## src/exposure_storage_consts.svh

```systemverilog
// constants of the exposure and storage register bank
`ifndef EXPOSURE_STORAGE_CONSTS_SVH
`define EXPOSURE_STORAGE_CONSTS_SVH
// quadlet addresses, bit 0 of a field is the quadlet msb
`define ADDR_MAX_SIZE      32'hF1000200
`define ADDR_UNIT_CTRL     32'hF1000208
`define ADDR_LONG_EXP      32'hF100020C
`define ADDR_STORE_CTRL    32'hF1000B00
`define ADDR_STORE_INFO    32'hF1000B04
`define ADDR_SHUTTER       32'hF0F0081C
// field positions as hardware bit indexes (31 = quadlet bit 0)
`define PRESENT_BIT        31
`define WIDTH_MSB          31
`define WIDTH_LSB          16
`define HEIGHT_MSB         15
`define HEIGHT_LSB         0
`define OFFSET_MSB         23
`define OFFSET_LSB         12
`define UNIT_MSB           3
`define UNIT_LSB           0
`define LONG_MSB           25
`define LONG_LSB           0
`define SHUTTER_MSB        11
`define SHUTTER_LSB        0
`define WR_EN_BIT          26
`define RD_EN_BIT          25
`define ERASE_BIT          24
`define PTR_MSB            23
`define PTR_LSB            0
`define CAP_MSB            23
`define CAP_LSB            0
// reset values and fixed reports
`define UNIT_RESET         4'h4
`define SHUTTER_RESET      12'h001
`define SHUTTER_MIN        12'h001
`define LONG_RESET         26'h0000014
`define SENSOR_WIDTH       16'h0980
`define SENSOR_HEIGHT      16'h0800
`define EXP_OFFSET_US      12'h01A
`define LONG_MIN_US        26'h000000A
`define STORE_BYTES        24'h010000
// timing
`define CLK_HZ             20000000
`define WRITE_BUSY_MS      400
`define ERASE_S            30
`define WRITE_BUSY_CYCLES  (`WRITE_BUSY_MS * (`CLK_HZ / 1000))
`define ERASE_CYCLES       (`ERASE_S * `CLK_HZ)
`endif

```

## src/exposure_storage_pkg.sv

```systemverilog
// types of the exposure and storage register bank
package exposure_storage_pkg;
  typedef enum logic [1:0] {
    ST_IDLE  = 2'b00,
    ST_WRITE = 2'b01,
    ST_ERASE = 2'b10
  } store_state_e;
  typedef logic [31:0] quadlet_t;
endpackage

```

## src/exposure_and_storage_regs.sv

```systemverilog
// exposure unit, long exposure and persistent store register bank
//
// Overview of operation
// - read-only quadlet reports sensor width high half, height low half
// - shutter register takes a 12-bit count, 1 to 4095
// - exposure equals selected unit times shutter count
// - unit codes 0..9 mean 1,2,5,10,20,50,100,200,500,1000 us
// - after reset the unit is code 4, twenty microseconds
// - unit changes accepted only when idle, applied at next shutter write
// - model exposure offset in us reported, zero means unknown
// - each feature register shows a read-only presence flag in bit 0
// - long exposure in us occupies bits 6 to 31
// - long exposure writes below model minimum read back as the minimum
// - shutter writes mirror into long exposure, never the reverse
// - long exposure writes take effect at once, even while streaming
// - format, mode or rate write turns long exposure off
// - storage info reports capacity in bytes in bits 8 to 31
// - store data moves in chunks through the transfer window
// - pointer advances by bytes moved after every chunk
// - a chunk write may keep the store busy up to 400 ms
// - erase bit runs up to 30 s, then clears itself
// - idle flag means no capture or sending, needed for unit change
`timescale 1ns/1ns
`include "exposure_storage_consts.svh"
module exposure_and_storage_regs
  import exposure_storage_pkg::*;
#(
  parameter int unsigned WRITE_CYCLES = `WRITE_BUSY_CYCLES,
  parameter int unsigned ERASE_CYCLES = `ERASE_CYCLES
) (
  input  wire logic        i_clock,         // 20 MHz system clock
  input  wire logic        i_sys_rst,       // async reset, high
  input  wire logic        i_req_valid,     // quadlet request strobe
  input  wire logic        i_req_write,     // 1 write, 0 read
  input  wire logic [31:0] i_req_addr,      // quadlet address
  input  wire logic [31:0] i_req_wdata,     // write quadlet
  output logic             o_resp_valid,    // answer strobe
  output logic [31:0]      o_resp_rdata,    // read quadlet
  output logic             o_resp_error,    // unmapped address
  input  wire logic        i_camera_idle,   // no capture, no sending
  input  wire logic        i_video_cfg_wr,  // format/mode/rate written
  output logic [25:0]      o_exposure_us,   // exposure in use
  output logic             o_long_active,   // long exposure governs
  input  wire logic        i_chunk_valid,   // chunk passed the window
  input  wire logic [15:0] i_chunk_bytes,   // bytes in that chunk
  output logic             o_chunk_ready,   // store can take a chunk
  output logic             o_flash_write,   // program chunk pulse
  output logic             o_flash_erase,   // erase pulse
  output logic [23:0]      o_flash_ptr      // store byte pointer
);

  // unit code to microseconds, zero for unused codes
  function automatic logic [9:0] unit_us(input logic [3:0] code);
    case (code)
      4'h0:    unit_us = 10'd1;
      4'h1:    unit_us = 10'd2;
      4'h2:    unit_us = 10'd5;
      4'h3:    unit_us = 10'd10;
      4'h4:    unit_us = 10'd20;
      4'h5:    unit_us = 10'd50;
      4'h6:    unit_us = 10'd100;
      4'h7:    unit_us = 10'd200;
      4'h8:    unit_us = 10'd500;
      4'h9:    unit_us = 10'd1000;
      default: unit_us = 10'd0;
    endcase
  endfunction

  // unit times count, widened to the long exposure width
  function automatic logic [25:0] std_exp(input logic [3:0] code,
                                          input logic [11:0] cnt);
    // operands widened first so the product keeps all 22 bits
    std_exp = {4'h0, 22'(unit_us(code)) * 22'(cnt)};
  endfunction

  logic [3:0]   unit_code_ff;
  logic [3:0]   nxt_unit_code;
  logic [3:0]   unit_act_ff;
  logic [3:0]   nxt_unit_act;
  logic [11:0]  count_ff;
  logic [11:0]  nxt_count;
  logic [25:0]  long_ff;
  logic [25:0]  nxt_long;
  logic         long_act_ff;
  logic         nxt_long_act;
  logic [25:0]  exposure_ff;
  logic [25:0]  nxt_exposure;
  logic         wr_en_ff;
  logic         nxt_wr_en;
  logic         rd_en_ff;
  logic         nxt_rd_en;
  logic         erase_ff;
  logic         nxt_erase;
  logic [23:0]  ptr_ff;
  logic [23:0]  nxt_ptr;
  store_state_e state_ff;
  store_state_e nxt_state;
  logic         resp_valid_ff;
  logic         resp_error_ff;
  quadlet_t     rdata_ff;
  quadlet_t     nxt_rdata;
  logic         nxt_error;
  logic         wr;
  logic         rd;
  logic         chunk_take;
  logic         start_write;
  logic         start_erase;
  logic         timer_done;
  logic [11:0]  shut_val;
  logic [25:0]  long_val;

  assign wr = i_req_valid && i_req_write;
  assign rd = i_req_valid && !i_req_write;
  assign shut_val = i_req_wdata[`SHUTTER_MSB:`SHUTTER_LSB];
  assign long_val = i_req_wdata[`LONG_MSB:`LONG_LSB];

  // exposure settings
  always_comb begin
    nxt_unit_code = unit_code_ff;
    nxt_unit_act  = unit_act_ff;
    nxt_count     = count_ff;
    nxt_long      = long_ff;
    nxt_long_act  = long_act_ff;
    if (wr && i_req_addr == `ADDR_UNIT_CTRL && i_camera_idle &&
        unit_us(i_req_wdata[`UNIT_MSB:`UNIT_LSB]) != 10'd0) begin
      nxt_unit_code = i_req_wdata[`UNIT_MSB:`UNIT_LSB];
    end
    if (wr && i_req_addr == `ADDR_SHUTTER) begin
      nxt_count    = (shut_val < `SHUTTER_MIN) ? `SHUTTER_MIN : shut_val;
      nxt_unit_act = unit_code_ff;
      nxt_long     = std_exp(unit_code_ff, nxt_count);
      nxt_long_act = 1'b0;
    end
    if (wr && i_req_addr == `ADDR_LONG_EXP) begin
      nxt_long     = (long_val < `LONG_MIN_US) ? `LONG_MIN_US : long_val;
      nxt_long_act = 1'b1;
    end
    if (i_video_cfg_wr) begin
      nxt_long_act = 1'b0;
    end
    nxt_exposure = nxt_long_act ? nxt_long :
                   std_exp(nxt_unit_act, nxt_count);
  end

  always_ff @(posedge i_clock or posedge i_sys_rst) begin
    if (i_sys_rst) begin
      unit_code_ff <= `UNIT_RESET;
      unit_act_ff  <= `UNIT_RESET;
      count_ff     <= `SHUTTER_RESET;
      long_ff      <= `LONG_RESET;
      long_act_ff  <= 1'b0;
      exposure_ff  <= `LONG_RESET;
    end else begin
      unit_code_ff <= nxt_unit_code;
      unit_act_ff  <= nxt_unit_act;
      count_ff     <= nxt_count;
      long_ff      <= nxt_long;
      long_act_ff  <= nxt_long_act;
      exposure_ff  <= nxt_exposure;
    end
  end

  // chunks pass while enabled and not busy
  assign o_chunk_ready = (state_ff == ST_IDLE) && (wr_en_ff || rd_en_ff);
  assign chunk_take    = i_chunk_valid && o_chunk_ready;
  assign start_write   = chunk_take && wr_en_ff;
  assign start_erase   = wr && i_req_addr == `ADDR_STORE_CTRL &&
                         i_req_wdata[`ERASE_BIT] && state_ff == ST_IDLE;

  // store control and sequencing
  always_comb begin
    nxt_wr_en = wr_en_ff;
    nxt_rd_en = rd_en_ff;
    nxt_erase = erase_ff;
    nxt_ptr   = ptr_ff;
    nxt_state = state_ff;
    if (chunk_take) begin
      nxt_ptr = ptr_ff + {8'h00, i_chunk_bytes};
    end
    if (wr && i_req_addr == `ADDR_STORE_CTRL) begin
      nxt_wr_en = i_req_wdata[`WR_EN_BIT];
      nxt_rd_en = i_req_wdata[`RD_EN_BIT];
      nxt_ptr   = i_req_wdata[`PTR_MSB:`PTR_LSB];
    end
    case (state_ff)
      ST_IDLE: begin
        if (start_erase) begin
          nxt_state = ST_ERASE;
          nxt_erase = 1'b1;
        end else if (start_write) begin
          nxt_state = ST_WRITE;
        end
      end
      ST_WRITE: begin
        if (timer_done) begin
          nxt_state = ST_IDLE;
        end
      end
      ST_ERASE: begin
        if (timer_done) begin
          nxt_state = ST_IDLE;
          nxt_erase = 1'b0;
        end
      end
      default: begin
        nxt_state = ST_IDLE;
      end
    endcase
  end

  always_ff @(posedge i_clock or posedge i_sys_rst) begin
    if (i_sys_rst) begin
      wr_en_ff <= 1'b0;
      rd_en_ff <= 1'b0;
      erase_ff <= 1'b0;
      ptr_ff   <= 24'h000000;
      state_ff <= ST_IDLE;
    end else begin
      wr_en_ff <= nxt_wr_en;
      rd_en_ff <= nxt_rd_en;
      erase_ff <= nxt_erase;
      ptr_ff   <= nxt_ptr;
      state_ff <= nxt_state;
    end
  end

  // busy time for program and erase
  op_timer u_timer (
    .i_clock   (i_clock),
    .i_sys_rst (i_sys_rst),
    .i_start   (start_write || start_erase),
    .i_count   (start_erase ? 32'(ERASE_CYCLES) : 32'(WRITE_CYCLES)),
    .o_busy    (),
    .o_done    (timer_done)
  );

  // read mux and answer
  always_comb begin
    nxt_rdata = 32'h00000000;
    nxt_error = 1'b0;
    case (i_req_addr)
      `ADDR_MAX_SIZE: begin
        nxt_rdata = {`SENSOR_WIDTH, `SENSOR_HEIGHT};
      end
      `ADDR_UNIT_CTRL: begin
        nxt_rdata[`PRESENT_BIT]           = 1'b1;
        nxt_rdata[`OFFSET_MSB:`OFFSET_LSB] = `EXP_OFFSET_US;
        nxt_rdata[`UNIT_MSB:`UNIT_LSB]     = unit_code_ff;
      end
      `ADDR_LONG_EXP: begin
        nxt_rdata[`PRESENT_BIT]        = 1'b1;
        nxt_rdata[`LONG_MSB:`LONG_LSB] = long_ff;
      end
      `ADDR_STORE_CTRL: begin
        nxt_rdata[`PRESENT_BIT]      = 1'b1;
        nxt_rdata[`WR_EN_BIT]        = wr_en_ff;
        nxt_rdata[`RD_EN_BIT]        = rd_en_ff;
        nxt_rdata[`ERASE_BIT]        = erase_ff;
        nxt_rdata[`PTR_MSB:`PTR_LSB] = ptr_ff;
      end
      `ADDR_STORE_INFO: begin
        nxt_rdata[`PRESENT_BIT]      = 1'b1;
        nxt_rdata[`CAP_MSB:`CAP_LSB] = `STORE_BYTES;
      end
      `ADDR_SHUTTER: begin
        nxt_rdata[`PRESENT_BIT]              = 1'b1;
        nxt_rdata[`SHUTTER_MSB:`SHUTTER_LSB] = count_ff;
      end
      default: begin
        nxt_error = 1'b1;
      end
    endcase
  end

  always_ff @(posedge i_clock or posedge i_sys_rst) begin
    if (i_sys_rst) begin
      resp_valid_ff <= 1'b0;
      resp_error_ff <= 1'b0;
      rdata_ff      <= 32'h00000000;
    end else begin
      resp_valid_ff <= i_req_valid;
      resp_error_ff <= i_req_valid && nxt_error;
      rdata_ff      <= rd ? nxt_rdata : 32'h00000000;
    end
  end

  assign o_resp_valid  = resp_valid_ff;
  assign o_resp_rdata  = rdata_ff;
  assign o_resp_error  = resp_error_ff;
  assign o_exposure_us = exposure_ff;
  assign o_long_active = long_act_ff;
  assign o_flash_write = start_write;
  assign o_flash_erase = start_erase;
  assign o_flash_ptr   = ptr_ff;
endmodule // exposure_and_storage_regs

```

## src/op_timer.sv

```systemverilog
// one-shot busy timer for storage operations
`timescale 1ns/1ns
module op_timer (
  input  wire logic        i_clock,   // system clock
  input  wire logic        i_sys_rst, // async reset, high
  input  wire logic        i_start,   // load and start
  input  wire logic [31:0] i_count,   // cycles to stay busy
  output logic             o_busy,    // counting
  output logic             o_done     // last cycle pulse
);
  logic [31:0] cnt_ff;
  logic [31:0] nxt_cnt;

  // count down to zero after a start
  always_comb begin
    nxt_cnt = cnt_ff;
    if (i_start) begin
      nxt_cnt = (i_count == 32'h0) ? 32'h1 : i_count;
    end else if (cnt_ff != 32'h0) begin
      nxt_cnt = cnt_ff - 32'h1;
    end
  end

  always_ff @(posedge i_clock or posedge i_sys_rst) begin
    if (i_sys_rst) begin
      cnt_ff <= 32'h0;
    end else begin
      cnt_ff <= nxt_cnt;
    end
  end

  assign o_busy = (cnt_ff != 32'h0);
  assign o_done = (cnt_ff == 32'h1) && !i_start;
endmodule // op_timer
```

## config.mk

```make
export PLATFORM = sky130hd
export DESIGN_NAME = exposure_and_storage_regs
export DESIGN_NICKNAME = d
export VERILOG_FILES = /design/src/exposure_storage_pkg.sv /design/src/exposure_and_storage_regs.sv /design/src/op_timer.sv
export VERILOG_INCLUDE_DIRS = /design/src
export SDC_FILE = /design/constraint.sdc
export NUM_CORES = 1
export LEC_CHECK = 0
export BUFFER_PORTS_ARGS = -buffer_cell sky130_fd_sc_hd__buf_2
export CAP_MARGIN = 25
export CORE_UTILIZATION = 40
export CTS_BUF_LIST = sky130_fd_sc_hd__clkbuf_8
export CTS_CLUSTER_DIAMETER = 120
export CTS_CLUSTER_SIZE = 14
export DETAILED_ROUTE_END_ITERATION = 8
export GPL_TIMING_DRIVEN = 0
export PLACE_DENSITY_LB_ADDON = 0.25
export SLEW_MARGIN = 40
export SYNTH_ARGS = -nofsm -noshare
export SYNTH_HDL_FRONTEND = slang
export SYNTH_HIERARCHICAL = 1
export SYNTH_SLANG_ARGS = --single-unit
```

## constraint.sdc

```tcl
create_clock -name i_clock -period 7 [get_ports i_clock]
set_clock_uncertainty 0.1 [all_clocks]
set_input_delay 0.7 -clock i_clock [delete_from_list [all_inputs] [get_ports i_clock]]
set_output_delay 0.7 -clock i_clock [all_outputs]
set_load 0.03 [all_outputs]
```

Yosys cells after proc, flatten, opt, wreduce, memory -nomap -nowiden
Memories as Yosys holds them, arrays and structs flattened.
Cells that the tools add are included.
{"block": "op_classes", "order_cmp": 2, "mul": 2, "n_eq_ne": 13, "n_mux": 33, "n_reduce_logical": 31, "add_sub_neg": 2}
{"operator": "$eq A32 B32 Y1 const B", "count": 6}
{"operator": "$mux W26", "count": 4}
{"operator": "$mux W32", "count": 3}
{"operator": "$mux W30", "count": 2}
{"operator": "$pmux W12 S5", "count": 1}
{"operator": "$mux W24", "count": 2}
{"operator": "$mul A10 B12 Y22", "count": 2}
{"operator": "$eq A32 B1 Y1 const B", "count": 1}
{"operator": "$logic_not A32 Y1", "count": 1}
{"operator": "$pmux W8 S4", "count": 1}
{"operator": "$reduce_bool A32 Y1", "count": 1}
{"operator": "$sub A32 B1 Y32 const B", "count": 1}
{"operator": "$lt A26 B4 Y1 const B", "count": 1}
{"operator": "$add A24 B16 Y24", "count": 1}
{"operator": "$mux W12", "count": 2}
{"operator": "$pmux W4 S4", "count": 1}
{"operator": "$logic_and A1 B1 Y1", "count": 15}
{"operator": "$lt A12 B1 Y1 const B", "count": 1}
{"operator": "$mux W10", "count": 1}
{"operator": "$reduce_bool A10 Y1", "count": 1}
{"operator": "$mux W1", "count": 9}
{"operator": "$mux W2", "count": 3}
{"operator": "$pmux W2 S3", "count": 1}
{"operator": "$reduce_bool A2 Y1", "count": 3}
{"operator": "other kinds (16)", "count": 19}
{"block": "totals", "output_inout_bits": 88, "rom_bits": 480, "n_memories": 3, "elab_cells": 101, "reg_bits": 168, "inputBits": 87}
{"memory": "(no name shown)", "words": 16, "width": 10, "read_ports": 1, "rd_ports_with_merged_regs": 0, "wr": 0, "line": "exposure_and_storage_regs.sv:54", "text": "case (code)"}
{"memory": "(no name shown)", "words": 16, "width": 10, "read_ports": 1, "rd_ports_with_merged_regs": 0, "wr": 0, "line": "exposure_and_storage_regs.sv:54"}
{"memory": "(no name shown)", "words": 16, "width": 10, "read_ports": 1, "rd_ports_with_merged_regs": 0, "wr": 0, "line": "exposure_and_storage_regs.sv:54"}

Logic depth before layout (Yosys ltp)
{"block": "depth", "ltp_word": 9, "ltp_mapped": 30}

Cells and area by module
The synthesis kept the hierarchy.
{"module": "exposure_and_storage_regs", "n_inst": 1, "seq_area_each_um2": 3337.0, "area_each_um2": 14839.2, "cells_per_inst": 1661}
{"module": "op_timer", "n_inst": 1, "seq_area_each_um2": 800.8, "area_each_um2": 2087.0, "cells_per_inst": 234}

Worst setup path before layout
No wires, ideal clock.
{"block": "synth_path", "path_kind": "in2reg", "startpoint": "input i_req_addr[25]", "endpoint": "register exposure_ff[20] (netlist: o_exposure_us[20])", "slack_ps": -860, "required_ps": 6810, "cell_stages": 26, "setup_ps": 90, "arrival_ps": 7670, "cell_sequence": "or4bb_1 > nor4_4 > nand4_4 > buf_6 > a21oi_2 > ha_1 > o21ai_1 > nor2_1 > nand2_1 > fa_1 > inv_1 > fa_1 > ha_1 > fa_1 > inv_1 > fa_1 > inv_1 > ha_1 > a21o_1 > a221oi_1 > o311a_1 > a21oi_1 > a311o_1 > a2111oi_0 > o21ai_0 > o2111ai_1"}
{"block": "synth_between", "elab_chain_len": 6}
{"item": "start: declaration", "line": "exposure_and_storage_regs.sv:35", "text": "input wire logic [31:0] i_req_addr,"}
{"item": "$eq A32 B32 Y1"}
{"item": "$logic_and A1 B1 Y1 (no source line)"}
{"item": "$mux W4 or $mux W1 (tied branches)", "line": "exposure_and_storage_regs.sv:128", "text": "if (wr && i_req_addr == `ADDR_SHUTTER) begin"}
{"item": "$mem_v2 Z16 W10 or $mux W1 (tied branches)"}
{"item": "$mul A10 B12 Y22 or $mux W1 (tied branches)", "line": "exposure_and_storage_regs.sv:73, exposure_and_storage_regs.sv:138"}
{"item": "$mux W26 *", "line": "exposure_and_storage_regs.sv:141", "text": "nxt_exposure = nxt_long_act ? nxt_long :"}
{"item": "named net nxt_exposure[20]", "line": "exposure_and_storage_regs.sv:87", "text": "logic [25:0] nxt_exposure;"}
{"item": "end signal: assignment", "line": "exposure_and_storage_regs.sv:152", "text": "exposure_ff <= `LONG_RESET;"}
{"item": "end signal: assignment", "line": "exposure_and_storage_regs.sv:159", "text": "exposure_ff <= nxt_exposure;"}
{"item": "end: declaration", "line": "exposure_and_storage_regs.sv:86", "text": "logic [25:0] exposure_ff;"}
The timed path passes the listed nets; every way through them passes the cells marked *.
A chain may end at the register's enable or synchronous reset.

Worst setup path after layout
{"block": "layout_path", "startpoint": "input i_req_addr[5]", "endpoint": "register exposure_ff[18] (netlist: o_exposure_us[18])"}
The elaborated chain is that of the path after synthesis.

==> impl_metrics.json <==
{
  "status": "finished with violations",
  "violations": "setup timing",
  "io_buffers": 164,
  "busiest_layer": "met2",
  "path_clk_slew_ns": 0.11,
  "cpMostUsedCell": "fa_1",
  "post_drt_wl_per_cell_um": 21.0,
  "peakVddDrop_v": 0.000121,
  "tightest_slew_ns": 0.854,
  "maxSlewViolCount": 0,
  "criticalPathCategory": "in2reg",
  "worst_slack_ns": -0.110,
  "clock.fmax_mhz": 141,
  "cts_tree": "yes",
  "dp.cells": 2635,
  "dpl.hpwl_um": 45100,
  "drv_cap": 0,
  "finalCritPeriodShare_pct": 102,
  "syn_area_per_cell_um2": 8.93,
  "cts_buffers": 17,
  "ys_seq_elements": 165,
  "start_util_pct": 41.0,
  "finalNonFillerCells": 2717,
  "p_leak_nw": 10.3,
  "routed_wl_um": 57100,
  "power_mw": 1.88,
  "grtUsageTotal_pct": 27.0,
  "drc": 0,
  "num_rows": 74,
  "place_congestion": 0.941,
  "grt_pass1_vias": 15400,
  "final-setup-viol-count": 5,
  "grt_first_pass_wirelength_um": 89300,
  "finalCriticalPeriod_ns": 7.11,
  "drive_above_1_share_pct": 21.5,
  "arrival_ns": 7.42,
  "yosysSeqAreaShare_pct": 24.4,
  "antenna_found_initial": 0,
  "worstPathRequired_ns": 7.31,
  "use_met1_pct": 37.0,
  "cp-end-kind": "flop",
  "startpoint_type": "input pin",
  "hold_buffers": 0,
  "ioPinCount": 175,
  "slew_headroom_pct": 43.1,
  "die_h_um": 208,
  "yosys_warnings": 6,
  "synth-async-reset-ratio_pct": 100,
  "die_area_um2": 43100,
  "cp_slowest_stage_delay_ns": 0.55,
  "worstPathMaxFanout": 5,
  "grt_use_met3_pct": 4.74,
  "ys.flop_type": "dfrtp_1",
  "mappedNetlistArea_um2": 16900,
  "htree_levels": 4,
  "synth_top_area_share_pct": 23.4,
  "clk_latency_ns": 0.51,
  "drt_pass1_iterations": 8,
  "cpMaxStageDelayCell": "or4b_4",
  "synth_most_common_cell": "nand2_1",
  "first_iter_violations": 1499,
  "synth_top_area_cell": "dfrtp_1",
  "core_area_um2": 41300,
  "route.vias.total": 15300,
  "cts_buffer_depth": 2,
  "synth_common_cells": "nand2_1, inv_1, nor2_1, dfrtp_1, fa_1",
  "area_delta_synth_final_pct": 21.0,
  "holdCritPathClass": "in2async",
  "pre_cts_slack_ns": -1.67,
  "grt_setup_unrepaired": "true",
  "cts_sinks": 165,
  "grtUsageMet2_pct": 43.7,
  "grt_max_degree": 69,
  "synth_edf_count": 0,
  "synthTopCellsByArea": "dfrtp_1, fa_1, ha_1, nand2_1, inv_1",
  "clockRootBuffer": "clkbuf_8",
  "viasPerCell": 5.65,
  "ys_types": 95,
  "gr-total-overflow": 0,
  "nets": 2556,
  "hold_viol_final": 0,
  "ant_nets": 0,
  "die_x_um": 208,
  "postSynthCellCount": 1895,
  "power_density_nw_per_um2": 91.6
}
## state kept, by name, indices dropped and copies added (netlist names)
name,flops
o_long_active,1
o_resp_valid,1
o_flash_ptr,24
u_timer/cnt_ff,32
o_exposure_us,26
o_resp_rdata,29
state_ff,2
unit_code_ff,4
rd_en_ff,1
unit_act_ff,4
count_ff,12
erase_ff,1
wr_en_ff,1
long_ff,26
o_resp_error,1
## where the power goes
group          internal, mW  leakage [nW]  switching (mW)
combinational        0.0417          7.87           0.101
clock                 0.334         0.215           0.446
sequential            0.953          2.22        0.000116
## logic make-up after synthesis
family | after synthesis | share of synthesized area [%]
AND/OR/NAND/NOR | 714 | 21.0
AO/OA/AOI/OAI | 343 | 13.7
adder cells (fa/ha/maj) | 298 | 29.0
buffers and inverters | 288 | 6.95
flip-flops | 165 | 24.4
XOR/XNOR | 57 | 2.95
multiplexers | 28 | 1.93
other | 2 | 0.0444
## what timing repair did
item,in CTS,in global routing
setup buffers,44,3
endpoints found under the setup margin,29,19
cloned,3,0
pin swaps,51,17
resized for setup,143,39
## per-layer routing
| layer | up-vias | share of wire, % |
|---|---|---|
| li1 | 6981 | - |
| met4 | 0 | 2.5 |
| met5 | - | 0 |
| met1 | 7646 | 44 |
| met2 | 638 | 46 |
| met3 | 77 | 7.5 |
## worst max-delay path, delay by kind of cell
kind                       cells  cell delay [ns]
AOI/OAI and AO/OA              5             1.00
xor gates and xnor gates       1             0.05
adders and majority gates      7             2.95
buffers and inverters         10             1.19
muxes                          2             0.47
and+or+nand+nor                5             1.08
## layout by cell type, fill, tap and decap left out, drive strengths merged, types with 17 or more instances in the layout
cell type,count
dfrtp,158
nor2,178
a21o,18
o21ai,85
buf,247
or3,17
and2,59
ha,141
xor2,22
mux2i,22
a21oi,76
a22oi,19
conb,45
clkbuf,59
nor2b,17
nand2,249
nand4,18
nor3,32
xnor2,35
inv,218
and3,26
nand3,29
nor4,31
fa,157
## area by class of cell
| class | count | area, um2 |
|---|---|---|
| sequential | 165 | 4140 |
| antenna | 1 | 2.50 |
| tap | 532 | 666 |
| clock inverter | 15 | 184 |
| timing repair buffer | 214 | 1310 |
| fill | 3888 | 20800 |
| clock buffer | 17 | 234 |
| multi-input combinational | 1486 | 12700 |
| inverter | 211 | 818 |
| buffer | 76 | 449 |
## final timing paths
path | start | to | slack [ns] | cells past startpoint
max | i_req_addr[5] | o_exposure_us[18] | -0.11 | 30
min | i_sys_rst | o_resp_rdata[25] | 0.13 | 2
max reg2reg | unit_code_ff[1] | o_exposure_us[18] | 0.06 | 24
min reg2reg | erase_ff | erase_ff | 0.44 | 1
max in group asynchronous | i_sys_rst | count_ff[0] | 5.91 | 3
min in group i_clock | i_req_valid | o_resp_valid | 0.25 | 1
## stage by stage
step                      instance area [um2]  utilization, %  TNS (ns)  hold slack, ns
after CTS                               20300            49.2   -0.0783           0.129
final                                   20500            49.6    -0.460           0.133
after detailed placement                18800            45.6    -27.30           0.422
after global routing                    20500            49.6     -2.41           0.159
after global placement                  18800            45.5    -28.83           0.411
after floorplan                         17300               -    -0.240           0.378
(Power assumes the default switching activity.)
